<file path="src/logic/pfs_pkg.sv">
package pfs_pkg;

  // Configuration offsets of the two registers.
  localparam logic [7:0] PFS_STATUS_OFF = 8'h06;
  localparam logic [7:0] PFS_REVISION_OFF = 8'h08;

  // Status reset value and hardwired field values.
  localparam logic [15:0] PFS_STATUS_RESET = 16'h0210;
  localparam logic [1:0] PFS_SELECT_TIMING = 2'h1;
  localparam logic PFS_CAP_LIST_VALUE = 1'h1;
  localparam logic PFS_ZERO_BIT = 1'h0;

  // Bit positions inside the status word.
  localparam int PFS_DETECTED_PARITY_BIT = 15;
  localparam int PFS_SIGNALED_SYSERR_BIT = 14;
  localparam int PFS_MASTER_ABORT_BIT = 13;
  localparam int PFS_TARGET_ABORT_RCVD_BIT = 12;
  localparam int PFS_TARGET_ABORT_SIG_BIT = 11;
  localparam int PFS_SELECT_TIMING_HI = 10;
  localparam int PFS_SELECT_TIMING_LO = 9;
  localparam int PFS_MASTER_DATA_PARITY_BIT = 8;
  localparam int PFS_BACK_TO_BACK_BIT = 7;
  localparam int PFS_USER_FEATURE_BIT = 6;
  localparam int PFS_HIGH_SPEED_BIT = 5;
  localparam int PFS_CAP_LIST_BIT = 4;
  localparam int PFS_INT_STATUS_BIT = 3;

  // Index of each error flag inside the packed flag vector.
  localparam int PFS_NUM_FLAGS = 6;
  localparam int PFS_F_PARITY = 0;
  localparam int PFS_F_SYSERR = 1;
  localparam int PFS_F_RECEIVED_MASTER_ABORT_FLAG = 2;
  localparam int PFS_F_TABORT_RCVD = 3;
  localparam int PFS_F_TABORT_SIG = 4;
  localparam int PFS_F_DATA_PARITY = 5;

  typedef logic [PFS_NUM_FLAGS-1:0] pfs_flags_t;

  // Pull the write-one-to-clear bits out of a status write.
  function automatic pfs_flags_t pfs_err_bits(input logic [15:0] w);
    pfs_flags_t f;
    f = '0;
    f[PFS_F_PARITY] = w[PFS_DETECTED_PARITY_BIT];
    f[PFS_F_SYSERR] = w[PFS_SIGNALED_SYSERR_BIT];
    f[PFS_F_RECEIVED_MASTER_ABORT_FLAG] = w[PFS_MASTER_ABORT_BIT];
    f[PFS_F_TABORT_RCVD] = w[PFS_TARGET_ABORT_RCVD_BIT];
    f[PFS_F_TABORT_SIG] = w[PFS_TARGET_ABORT_SIG_BIT];
    f[PFS_F_DATA_PARITY] = w[PFS_MASTER_DATA_PARITY_BIT];
    return f;
  endfunction

  // Build the status word from flags, interrupt state and constants.
  function automatic logic [15:0] pfs_compose(input pfs_flags_t f,
                                              input logic int_st);
    logic [15:0] s;
    s = '0;
    s[PFS_DETECTED_PARITY_BIT] = f[PFS_F_PARITY];
    s[PFS_SIGNALED_SYSERR_BIT] = f[PFS_F_SYSERR];
    s[PFS_MASTER_ABORT_BIT] = f[PFS_F_RECEIVED_MASTER_ABORT_FLAG];
    s[PFS_TARGET_ABORT_RCVD_BIT] = f[PFS_F_TABORT_RCVD];
    s[PFS_TARGET_ABORT_SIG_BIT] = f[PFS_F_TABORT_SIG];
    s[PFS_SELECT_TIMING_HI:PFS_SELECT_TIMING_LO] = PFS_SELECT_TIMING;
    s[PFS_MASTER_DATA_PARITY_BIT] = f[PFS_F_DATA_PARITY];
    s[PFS_BACK_TO_BACK_BIT] = PFS_ZERO_BIT;
    s[PFS_USER_FEATURE_BIT] = PFS_ZERO_BIT;
    s[PFS_HIGH_SPEED_BIT] = PFS_ZERO_BIT;
    s[PFS_CAP_LIST_BIT] = PFS_CAP_LIST_VALUE;
    s[PFS_INT_STATUS_BIT] = int_st;
    return s;
  endfunction

endpackage

</file>
<file path="src/logic/pfs_flag_bank.sv">
`timescale 1ns/1ps
`default_nettype none
// Sticky error flags and interrupt status of one function.
module pfs_flag_bank (
  input wire logic core_clk_in,
  input wire logic rst_b_in,
  input wire pfs_pkg::pfs_flags_t set_in,
  input wire pfs_pkg::pfs_flags_t clr_in,
  input wire logic int_cond_in,
  output pfs_pkg::pfs_flags_t flags_out,
  output logic int_status_out
);
  import pfs_pkg::*;

  typedef struct packed {
    pfs_flags_t flags;
    logic int_st;
  } pfs_bank_t;

  pfs_bank_t bank_r;
  pfs_bank_t bank_nxt;

  // A set in the same cycle as its clear wins, so no event is lost.
  always_comb begin
    bank_nxt = bank_r;
    bank_nxt.flags = (bank_r.flags & ~clr_in) | set_in;
    bank_nxt.int_st = int_cond_in;
  end

  // Of the resets, only the global reset clears the flags; no soft reset reaches here.
  always_ff @(posedge core_clk_in or negedge rst_b_in) begin
    if (!rst_b_in) begin
      bank_r <= '0;
    end else begin
      bank_r <= bank_nxt;
    end
  end

  assign flags_out = bank_r.flags;
  assign int_status_out = bank_r.int_st;

endmodule // pfs_flag_bank
`default_nettype wire

</file>
<file path="src/logic/pfs_status_regs.sv">
`timescale 1ns/1ps
`default_nettype none
// Per-function status and revision registers in configuration space.
module pfs_status_regs #(
  parameter int NUM_FUNC = 2,
  // Arbitrary revision value; set per silicon step.
  parameter logic [7:0] REVISION_CODE = 8'h5A,
  localparam int FUNC_W = (NUM_FUNC > 1) ? $clog2(NUM_FUNC) : 1
) (
  input wire logic core_clk_in,
  input wire logic rst_b_in,
  input wire logic cfg_rd_in,
  input wire logic cfg_wr_in,
  input wire logic [FUNC_W-1:0] cfg_func_in,
  input wire logic [7:0] cfg_addr_in,
  input wire logic [1:0] cfg_be_in,
  input wire logic [15:0] cfg_wdata_in,
  input wire logic [NUM_FUNC-1:0] int_mask_in,
  input wire logic [NUM_FUNC-1:0] system_error_report_enable_in,
  input wire logic [NUM_FUNC-1:0] parity_response_enable_in,
  input wire logic [NUM_FUNC-1:0] int_cond_in,
  input wire logic addr_parity_err_in,
  input wire logic data_parity_err_in,
  input wire logic perr_seen_in,
  input wire logic bus_master_in,
  input wire logic [FUNC_W-1:0] master_func_in,
  input wire logic [FUNC_W-1:0] target_func_in,
  input wire logic master_abort_in,
  input wire logic target_abort_rcvd_in,
  input wire logic target_abort_sig_in,
  output logic [15:0] cfg_rdata_out,
  output logic cfg_ack_out,
  output logic serr_out,
  output logic [NUM_FUNC-1:0] intx_out
);
  import pfs_pkg::*;

  typedef struct packed {
    logic [15:0] rdata;
    logic ack;
    logic serr;
    logic [NUM_FUNC-1:0] intx;
  } pfs_top_t;

  pfs_top_t top_r;
  pfs_top_t top_nxt;

  pfs_flags_t set_v [NUM_FUNC];
  pfs_flags_t clr_v [NUM_FUNC];
  pfs_flags_t flags_v [NUM_FUNC];
  logic [NUM_FUNC-1:0] int_st_v;
  logic serr_fire;
  logic wr_status;
  logic [15:0] wmask;

  // The enables are wired-OR across functions, so any function that has
  // both bits set lets an address parity error drive the error line.
  assign serr_fire = addr_parity_err_in &
    (|(system_error_report_enable_in & parity_response_enable_in));

  // Byte enables gate the write so an untouched lane never clears flags.
  assign wr_status = cfg_wr_in && (cfg_addr_in == PFS_STATUS_OFF);
  assign wmask = cfg_wdata_in & {{8{cfg_be_in[1]}}, {8{cfg_be_in[0]}}};

  // Each function gets its own flag bank fed by the shared bus events.
  for (genvar f = 0; f < NUM_FUNC; f++) begin : g_func
    localparam logic [FUNC_W-1:0] FID = FUNC_W'(f);
    logic is_master;
    logic is_target;

    assign is_master = (master_func_in == FID);
    assign is_target = (target_func_in == FID);

    // Events that set this function's flags.
    always_comb begin
      set_v[f] = '0;
      set_v[f][PFS_F_PARITY] = addr_parity_err_in |
                               data_parity_err_in;
      set_v[f][PFS_F_SYSERR] = serr_fire &
                               system_error_report_enable_in[f];
      set_v[f][PFS_F_RECEIVED_MASTER_ABORT_FLAG] = master_abort_in & is_master;
      set_v[f][PFS_F_TABORT_RCVD] = target_abort_rcvd_in &
                                    is_master;
      set_v[f][PFS_F_TABORT_SIG] = target_abort_sig_in & is_target;
      set_v[f][PFS_F_DATA_PARITY] = data_parity_err_in & perr_seen_in &
                                    bus_master_in & is_master &
                                    parity_response_enable_in[f];
    end

    // Only flag positions are cleared; hardwired bits ignore the write.
    assign clr_v[f] = (wr_status && cfg_func_in == FID) ?
                      pfs_err_bits(wmask) : '0;

    pfs_flag_bank u_bank (
      .core_clk_in(core_clk_in),
      .rst_b_in(rst_b_in),
      .set_in(set_v[f]),
      .clr_in(clr_v[f]),
      .int_cond_in(int_cond_in[f]),
      .flags_out(flags_v[f]),
      .int_status_out(int_st_v[f])
    );
  end

  // Read data, error line and interrupt lines all come from flops.
  // Reads have no side effects; unknown offsets return zero.
  always_comb begin
    top_nxt = top_r;
    top_nxt.ack = cfg_rd_in;
    top_nxt.serr = serr_fire;
    top_nxt.intx = int_st_v & ~int_mask_in;
    if (cfg_rd_in) begin
      top_nxt.rdata = '0;
      for (int i = 0; i < NUM_FUNC; i++) begin
        if (cfg_func_in == FUNC_W'(i)) begin
          if (cfg_addr_in == PFS_STATUS_OFF) begin
            top_nxt.rdata = pfs_compose(flags_v[i], int_st_v[i]);
          end else if (cfg_addr_in == PFS_REVISION_OFF) begin
            top_nxt.rdata = {8'h00, REVISION_CODE};
          end
        end
      end
    end
  end

  always_ff @(posedge core_clk_in or negedge rst_b_in) begin
    if (!rst_b_in) begin
      top_r <= '0;
    end else begin
      top_r <= top_nxt;
    end
  end

  assign cfg_rdata_out = top_r.rdata;
  assign cfg_ack_out = top_r.ack;
  assign serr_out = top_r.serr;
  assign intx_out = top_r.intx;

endmodule // pfs_status_regs
`default_nettype wire

</file>
<file path="config.mk">
export PLATFORM = sky130hd
export DESIGN_NAME = pfs_status_regs
export DESIGN_NICKNAME = d
export VERILOG_FILES = /design/src/logic/pfs_pkg.sv /design/src/logic/pfs_flag_bank.sv /design/src/logic/pfs_status_regs.sv
export SDC_FILE = /design/constraint.sdc
export NUM_CORES = 1
export LEC_CHECK = 0
export ABC_CLOCK_PERIOD_IN_PS = 1050
export BUFFER_PORTS_ARGS = -buffer_cell sky130_fd_sc_hd__buf_2
export CAP_MARGIN = 30
export CORE_MARGIN = 1
export CORE_UTILIZATION = 45
export CTS_CLUSTER_DIAMETER = 40
export DETAILED_ROUTE_END_ITERATION = 16
export GPL_ROUTABILITY_DRIVEN = 0
export MAX_ROUTING_LAYER = met4
export PLACE_DENSITY = 0.89
export SLEW_MARGIN = 20
export SYNTH_ARGS = -nofsm -noshare
export SYNTH_HDL_FRONTEND = slang
export SYNTH_HIERARCHICAL = 1
export SYNTH_SLANG_ARGS = --single-unit
</file>
<file path="constraint.sdc">
create_clock -name core_clk_in -period 1.05 [get_ports core_clk_in]
set_input_delay 0.21 -clock core_clk_in [delete_from_list [all_inputs] [get_ports core_clk_in]]
set_output_delay 0.21 -clock core_clk_in [all_outputs]
set_load 0.005 [all_outputs]
</file>
==> impl_metrics.toml, run 1 <==
[floorplan]
rows = 19
fp.coreArea_sq_um = 2810
fp.dieW_um = 56.9
ioPinCount = 68
die_area_sq_um = 3240
die_h_um = 56.9
start_util_pct = 48.3

[logic_synthesis]
yosys-top-cells-area = "dfrtp_1, a21o_1, nor2_1"
syn_avg_cell_area_sq_um = 10.1
yosys_register_bits = 28
synth_area_sq_um = 1360
synth_area_leader_cell = "dfrtp_1"
synthCells = 134
netlist.area_leader.share_pct = 51.7
ys_seq_area_share_pct = 51.7
ys_types = 29
ys_warn_count = 6

[run_status]
violations = "design-rule violations, negative setup slack"
status = "finished, violations left"

[timing]
fin_crit_sh_pct = 102
max_freq_ghz = 0.935
min_period_ns = 1.07
hold_viol_final = 0
skew_ns = 0.000517
hold_ws_ns = 0.108
report.final.slew_viol_count = 0
rsz0062_at_grt = "true"
setup_ws_ns = -0.0193
setup_viol = 11

[clock_network]
clockBufferDepth = 2
htree_num_levels = 1
cts.sinks = 28
worst_skew_pair.late_latency_ns = 0.32
cts_inserted_buffers = 3
cts-root-buf = "clkbuf_4"
cts.reportedPaths.clkPinSlew_ns = 0.15
tritoncts = "yes"

[drt]
wirelength_um = 2880
top_layer_used = "met4"
drcViolationCount = 8
drt_pass1_iterations = 10
antenna_left = 0
drt-initial-drc-count = 21
met3WireLength_um = 103
vias = 1187
m1WireLength_um = 1260
routedWlPerCell_um = 11.8
wl_met2_um = 1490
via_per_inst = 4.88

[setup_path]
path_delay_family = "flip-flops"
worst-path-max-fanout = 3
slowest_delay_ns = 0.41
critPathKind = "flip-flop to primary output"
cp_slowest_cell = "dfrtp_1"
start_kind = "flip-flop"
cp-end-kind = "primary output"
crit_path_cell_trace = "buf_2"
arrival_ns = 0.86
cp.buffers_inverters = 1
cp_data_required_time_ns = 0.84

[cells_and_area]
finish.net_count = 261
antenna_cells = 0
post-route-cell-area_sq_um = 1910
area_growth_pct = 40.8
drive_gt1_share_pct = 38.7
fillerInstances = 233

[placement]
io_buffers = 51
dp_hpwl_um = 2170
place_area_sq_um = 1720

[global_routing]
grt_pass1_wl_um = 4460
grt_overflow = 0
grt_pass1_vias = 1056
grt_antenna_before_repair = 0
grt_max_degree = 16
grt.total_usage_pct = 18.5

[power_and_ir_drop]
p_switching_uw = 455
pwr_density_cell_nw_per_um2 = 1010
leakagePower_nw = 0.955
p_comb_share_pct = 14.7
p_int_mw = 1.47
ir_drop_mv = 0.610
p_clk_share_pct = 27.1
seq_power_share_pct = 58.2
switching_share_pct = 23.6

[hold_path]
holdCritPathClass = "input pin to flip-flop"

[run]
cap_violations = 0
-- registers in the layout (all words and copies together), names as in the netlist --
register,count
g_func.u_bank/flags_out,12
cfg_rdata_out,10
g_func.u_bank/int_status_out,2
intx_out,2
cfg_ack_out,1
serr_out,1
-- cell usage in the layout (no fill, tap or decap) --
cell type       n
mux2i_1         7
conb_1          5
nand4b_1        2
dlygate4sd3_1   5
inv_1          12
buf_4          21
or3b_1          1
a2111oi_2       1
nor2_1         20
nor4_1          1
a21o_1         14
buf_6           2
nor3b_1         1
and2_1          5
nor2b_1         7
nand3b_1        1
buf_2          49
a22oi_1         1
nor3_4          1
or4_4           1
or2_2           1
nand3_1         1
nor3_1          1
a22o_1          7
clkinv_1        1
mux2_1          1
and3_1          1
nor4_4          1
nand2_1         7
dfrtp_1        28
o21ai_0         1
clkbuf_4        3
buf_12          1
clkbuf_8        1
-- timing repair --
item                                   4_1_cts  5_1_grt
buffers inserted                             7        4
pin swaps                                    1        2
setup endpoints to repair                   23       23
gates resized for setup                      1        4
hold buffers                                 5        0
endpoints found under the hold margin       18        0
-- cells in the mapped netlist --
library cell   n
a21o_1        14
inv_1         12
and3_1         1
a22o_1         7
nor2b_1        7
nor3_1         1
nor3_4         1
nand3b_1       1
a2111oi_0      1
nand3_1        1
a22oi_1        1
or3b_1         1
nand2_1        7
clkinv_1       1
nor4_1         2
nor3b_1        1
clkbuf_1       1
or2_2          1
o21ai_0        1
nand4b_1       2
conb_1         1
and2_1         5
mux2_1         1
nor2_1        20
dfrtp_1       28
buf_2          1
buf_4          6
or4_4          1
mux2i_1        7
-- cell type report --
cell class                      count  area, sq um  share of cell area [%]
Inverter                           13         48.8                    2.56
Timing Repair Buffer               78          495                    26.0
Multi-Input combinational cell     89          589                    30.9
Clock buffer                        4         36.3                    1.90
Sequential cell                    28          701                    36.7
Tap cell                           31         38.8                    2.03
-- worst paths after layout --
kind / from / depth (start not counted) / endpoint / slack (ns)
max in group asynchronous: rst_b_in / 3 / g_func[1].u_bank/flags_out[4]$_DFF_PN0_ / 0.35
min: cfg_rd_in / 2 / cfg_ack_out$_DFF_PN0_ / 0.11
min in group asynchronous: rst_b_in / 2 / g_func[1].u_bank/int_status_out$_DFF_PN0_ / 0.31
max reg2reg: cfg_rdata_out[15]$_DFFE_PN0P_ / 3 / cfg_rdata_out[15]$_DFFE_PN0P_ / 0.10
max: cfg_rdata_out[6]$_DFFE_PN0P_ / 1 / cfg_rdata_out[6] / -0.02
min reg2reg: g_func[0].u_bank/flags_out[0]$_DFF_PN0_ / 1 / g_func[0].u_bank/flags_out[0]$_DFF_PN0_ / 0.50
-- power groups by stage --
| stage | clock network, mW | logic, mW | registers (mW) |
|---|---|---|---|
| global route | 0.588 | 0.310 | 1.12 |
| detailed placement | 0 | 0.258 | 1.14 |
| floorplan | 0 | 0.114 | 1.14 |
| finish | 0.522 | 0.283 | 1.12 |
| global placement | 0 | 0.251 | 1.14 |
| CTS | 0.548 | 0.274 | 1.12 |
-- per-layer routing --
layer	up-vias	global-route usage [%]
met5	-	-
met4	0	5.23
met3	6	2.07
met2	35	31.9
met1	550	22.8
li1	596	-
-- cells by family (layout without fill, tap and decap cells) --
group           after synthesis  in the layout  share of synthesized area, %
compound gates               24             24                          13.8
flops                        28             28                          51.7
mux                           8              8                          6.00
buf+inv                      21             95                          7.56
simple gates                 52             52                          20.7
other cells                   1              5                         0.276
-- stage by stage --
| step | util, % | power [mW] | instances | worst slack [ns] | setup TNS (ns) |
|---|---|---|---|---|---|
| floorplan | - | 1.25 | 138 | -0.196 | -2.40 |
| global placement | 61.4 | 1.39 | 223 | -0.365 | -6.31 |
| detailed placement | 61.4 | 1.40 | 223 | -0.400 | -6.76 |
| CTS | 66.4 | 1.94 | 239 | -0.0458 | -0.368 |
| global route | 68.1 | 2.02 | 243 | -0.0810 | -0.889 |
| finish | 68.1 | 1.92 | 243 | -0.0193 | -0.130 |
Note: power is estimated with default switching activity, not from simulation.
==> inputs of run 2 (changes only) <==
--- a/config.mk
+++ b/config.mk
@@ -5,18 +5,18 @@
 export SDC_FILE = /design/constraint.sdc
 export NUM_CORES = 1
 export LEC_CHECK = 0
+export ABC_AREA = 1
 export ABC_CLOCK_PERIOD_IN_PS = 1050
 export BUFFER_PORTS_ARGS = -buffer_cell sky130_fd_sc_hd__buf_2
 export CAP_MARGIN = 30
-export CORE_MARGIN = 1
-export CORE_UTILIZATION = 45
+export CORE_MARGIN = 2
+export CORE_UTILIZATION = 44
 export CTS_CLUSTER_DIAMETER = 40
 export DETAILED_ROUTE_END_ITERATION = 16
 export GPL_ROUTABILITY_DRIVEN = 0
 export MAX_ROUTING_LAYER = met4
-export PLACE_DENSITY = 0.89
+export PLACE_DENSITY = 0.88
 export SLEW_MARGIN = 20
 export SYNTH_ARGS = -nofsm -noshare
 export SYNTH_HDL_FRONTEND = slang
-export SYNTH_HIERARCHICAL = 1
 export SYNTH_SLANG_ARGS = --single-unit
==> impl_metrics.toml, run 2 <==
[floorplan]
ioPinCount = 68
fp.coreArea_sq_um = 2810
die_area_sq_um = 3470
start_util_pct = 47.2
fp.dieW_um = 58.9
die_h_um = 58.9
rows = 19

[setup_path]
cp_slowest_cell = "dfrtp_1"
crit_path_start = "cfg_rdata_out[6]$_DFFE_PN0P_"
slowest_delay_ns = 0.42
r2r_cells = 4
cp.buffers_inverters = 1
cp_num_cells = 1
cp-end-kind = "primary output"
r2r_end = "cfg_rdata_out[3]$_DFFE_PN0P_"
r2r_slack_ns = 0.24
worst-path-max-fanout = 3
path_delay_family = "flip-flops"
critPathKind = "flip-flop to primary output"
crit_path_cell_trace = "buf_2"
arrival_ns = 0.86
cp_data_required_time_ns = 0.84
endpoint = "cfg_rdata_out[1]"
start_kind = "flip-flop"
reg2reg_from = "g_func[1].u_bank.int_status_out$_DFF_PN0_"

[placement]
place_area_sq_um = 1620
dp_hpwl_um = 2140
placedCellCount = 246
io_buffers = 51

[global_routing]
grt_max_degree = 16
grt_antenna_before_repair = 0
grt_pass1_wl_um = 4460
grt.total_usage_pct = 17.4
grt_overflow = 0
grt_pass1_vias = 1097

[logic_synthesis]
ys_seq_area_share_pct = 52.9
synth_area_leader_cell = "dfrtp_1"
synth_area_sq_um = 1330
yosys_register_bits = 28
syn_avg_cell_area_sq_um = 8.08
async_flop_share_pct = 100
ys_warn_count = 0
yosys-top-cells-area = "dfrtp_1, nand2_1, nand3_1"
synth_ff_type = "dfrtp_1"
synth_commonest_cells = "nand2_1, dfrtp_1, nand3_1, inv_1, o21ai_1"
synth_edf_count = 0
ys_types = 22
netlist.area_leader.share_pct = 52.9
synthMostInstantiatedCell = "nand2_1"
synthCells = 164

[clock_network]
worst_skew_pair.late_latency_ns = 0.32
cts_inserted_buffers = 3
cts-root-buf = "clkbuf_4"
cts.sinks = 28
htree_num_levels = 1
tritoncts = "yes"
clockBufferDepth = 2
cts.reportedPaths.clkPinSlew_ns = 0.14
cts_resized = 0

[timing]
hold_viol_final = 0
min_period_ns = 1.07
setup_ws_ns = -0.0246
report.final.slew_viol_count = 0
max_freq_ghz = 0.931
setup_viol = 8
rsz0062_at_grt = "true"
fin_crit_sh_pct = 102
skew_ns = 0.00269

[power_and_ir_drop]
seq_power_share_pct = 62.4
switching_share_pct = 24.4
p_comb_share_pct = 13.7
p_switching_uw = 438
ir_drop_mv = 0.601
p_int_mw = 1.36
pwr_density_cell_nw_per_um2 = 1010
p_clk_share_pct = 23.9
leakagePower_nw = 0.972

[drt]
antenna_left = 0
drt-initial-drc-count = 50
wirelength_um = 2900
drt_pass1_iterations = 10
vias = 1282
routedWlPerCell_um = 10.9
drcViolationCount = 7
via_per_inst = 4.84

[run_status]
status = "finished, violations left"
violations = "design-rule violations, negative setup slack"

[cells_and_area]
final_cell_mix = "nand2_1, buf_2, dfrtp_1"
drive_gt1_share_pct = 33.3
fin_cells = 265
post-route-cell-area_sq_um = 1770
area_growth_pct = 33.9
fillerInstances = 252
layout_commonest_cell = "nand2_1"
antenna_cells = 0
finish.net_count = 284
largest_reg_flops = 12

[run]
cap_violations = 0

[hold_path]
min-delay-start = "cfg_rd_in"
whs_path_depth = 1
holdCritPathClass = "input pin to flip-flop"
==> run 2: cell families after synthesis <==
logic type             count (synthesis)  share of synthesized area, %
other                                  1                         0.283
DFF                                   28                          52.9
buffers and inverters                 22                          8.88
AOI/OAI and AO/OA                     19                          7.46
and+or+nand+nor                       94                          30.5
==> run 2: repair_timing <==
item                                   in CTS  in global routing
endpoints found under the hold margin      15                  2
hold buffers                                3                  2
buffers inserted                            7                  4
setup endpoints to repair                  11                 18
pin swaps                                   0                  1
==> run 2: metal layers <==
layer	share of wire, %	vias up	global-route usage (%)
met1	43	569	22.1
met5	0	-	-
li1	-	654	-
met3	7.2	7	3.52
met4	2.0	0	6.49
met2	48	52	27.5
==> run 2: power by group through the flow <==
stage | Sequential, mW | Clock [mW] | Combinational [mW]
final | 1.12 | 0.430 | 0.247
after global routing | 1.13 | 0.493 | 0.281
after CTS | 1.12 | 0.443 | 0.238
after detailed placement | 1.14 | 0 | 0.227
after global placement | 1.14 | 0 | 0.223
after floorplan | 1.14 | 0 | 0.0979
==> run 2: through the flow <==
step           total power [mW]  hold slack, ns  TNS [ns]  worst slack (ns)  utilization, %
2_1_floorplan              1.24         -0.0856         0            0.0287               -
6_report                   1.80          0.0620    -0.114           -0.0246            63.2
4_1_cts                    1.80         0.00436    -0.179           -0.0270            61.5
3_5_place_dp               1.37           0.137     -4.21            -0.314            57.7
3_3_place_gp               1.36           0.121     -3.70            -0.257            57.7
5_1_grt                    1.90          0.0436    -0.753           -0.0793            63.2
==> run 2: layout make-up <==
cell class / count / area [sq um] / area share (%)
clock buffer: 3 / 22.5 / 1.27
inverter: 12 / 45.0 / 2.54
timing repair buffer: 73 / 445 / 25.1
sequential: 28 / 701 / 39.5
tap: 31 / 38.8 / 2.19
multi-input combinational: 118 / 522 / 29.4
==> run 2: worst reg2reg max path: cells and delay by family, from the launching register on <==
family | cells | cell delay, ns
AOI/OAI and AO/OA | 1 | 0.12
and+or+nand+nor | 3 | 0.20
DFF | 1 | 0.40
==> run 2: worst min-delay path by stage <==
stage          slack [ns]                     to
3_5_place_dp         0.14  cfg_ack_out$_DFF_PN0_
3_3_place_gp         0.12  cfg_ack_out$_DFF_PN0_
4_1_cts             0.004  intx_out[1]$_DFF_PN0_
6_report             0.06  cfg_ack_out$_DFF_PN0_
5_1_grt              0.04  cfg_ack_out$_DFF_PN0_
2_1_floorplan       -0.09  cfg_ack_out$_DFF_PN0_
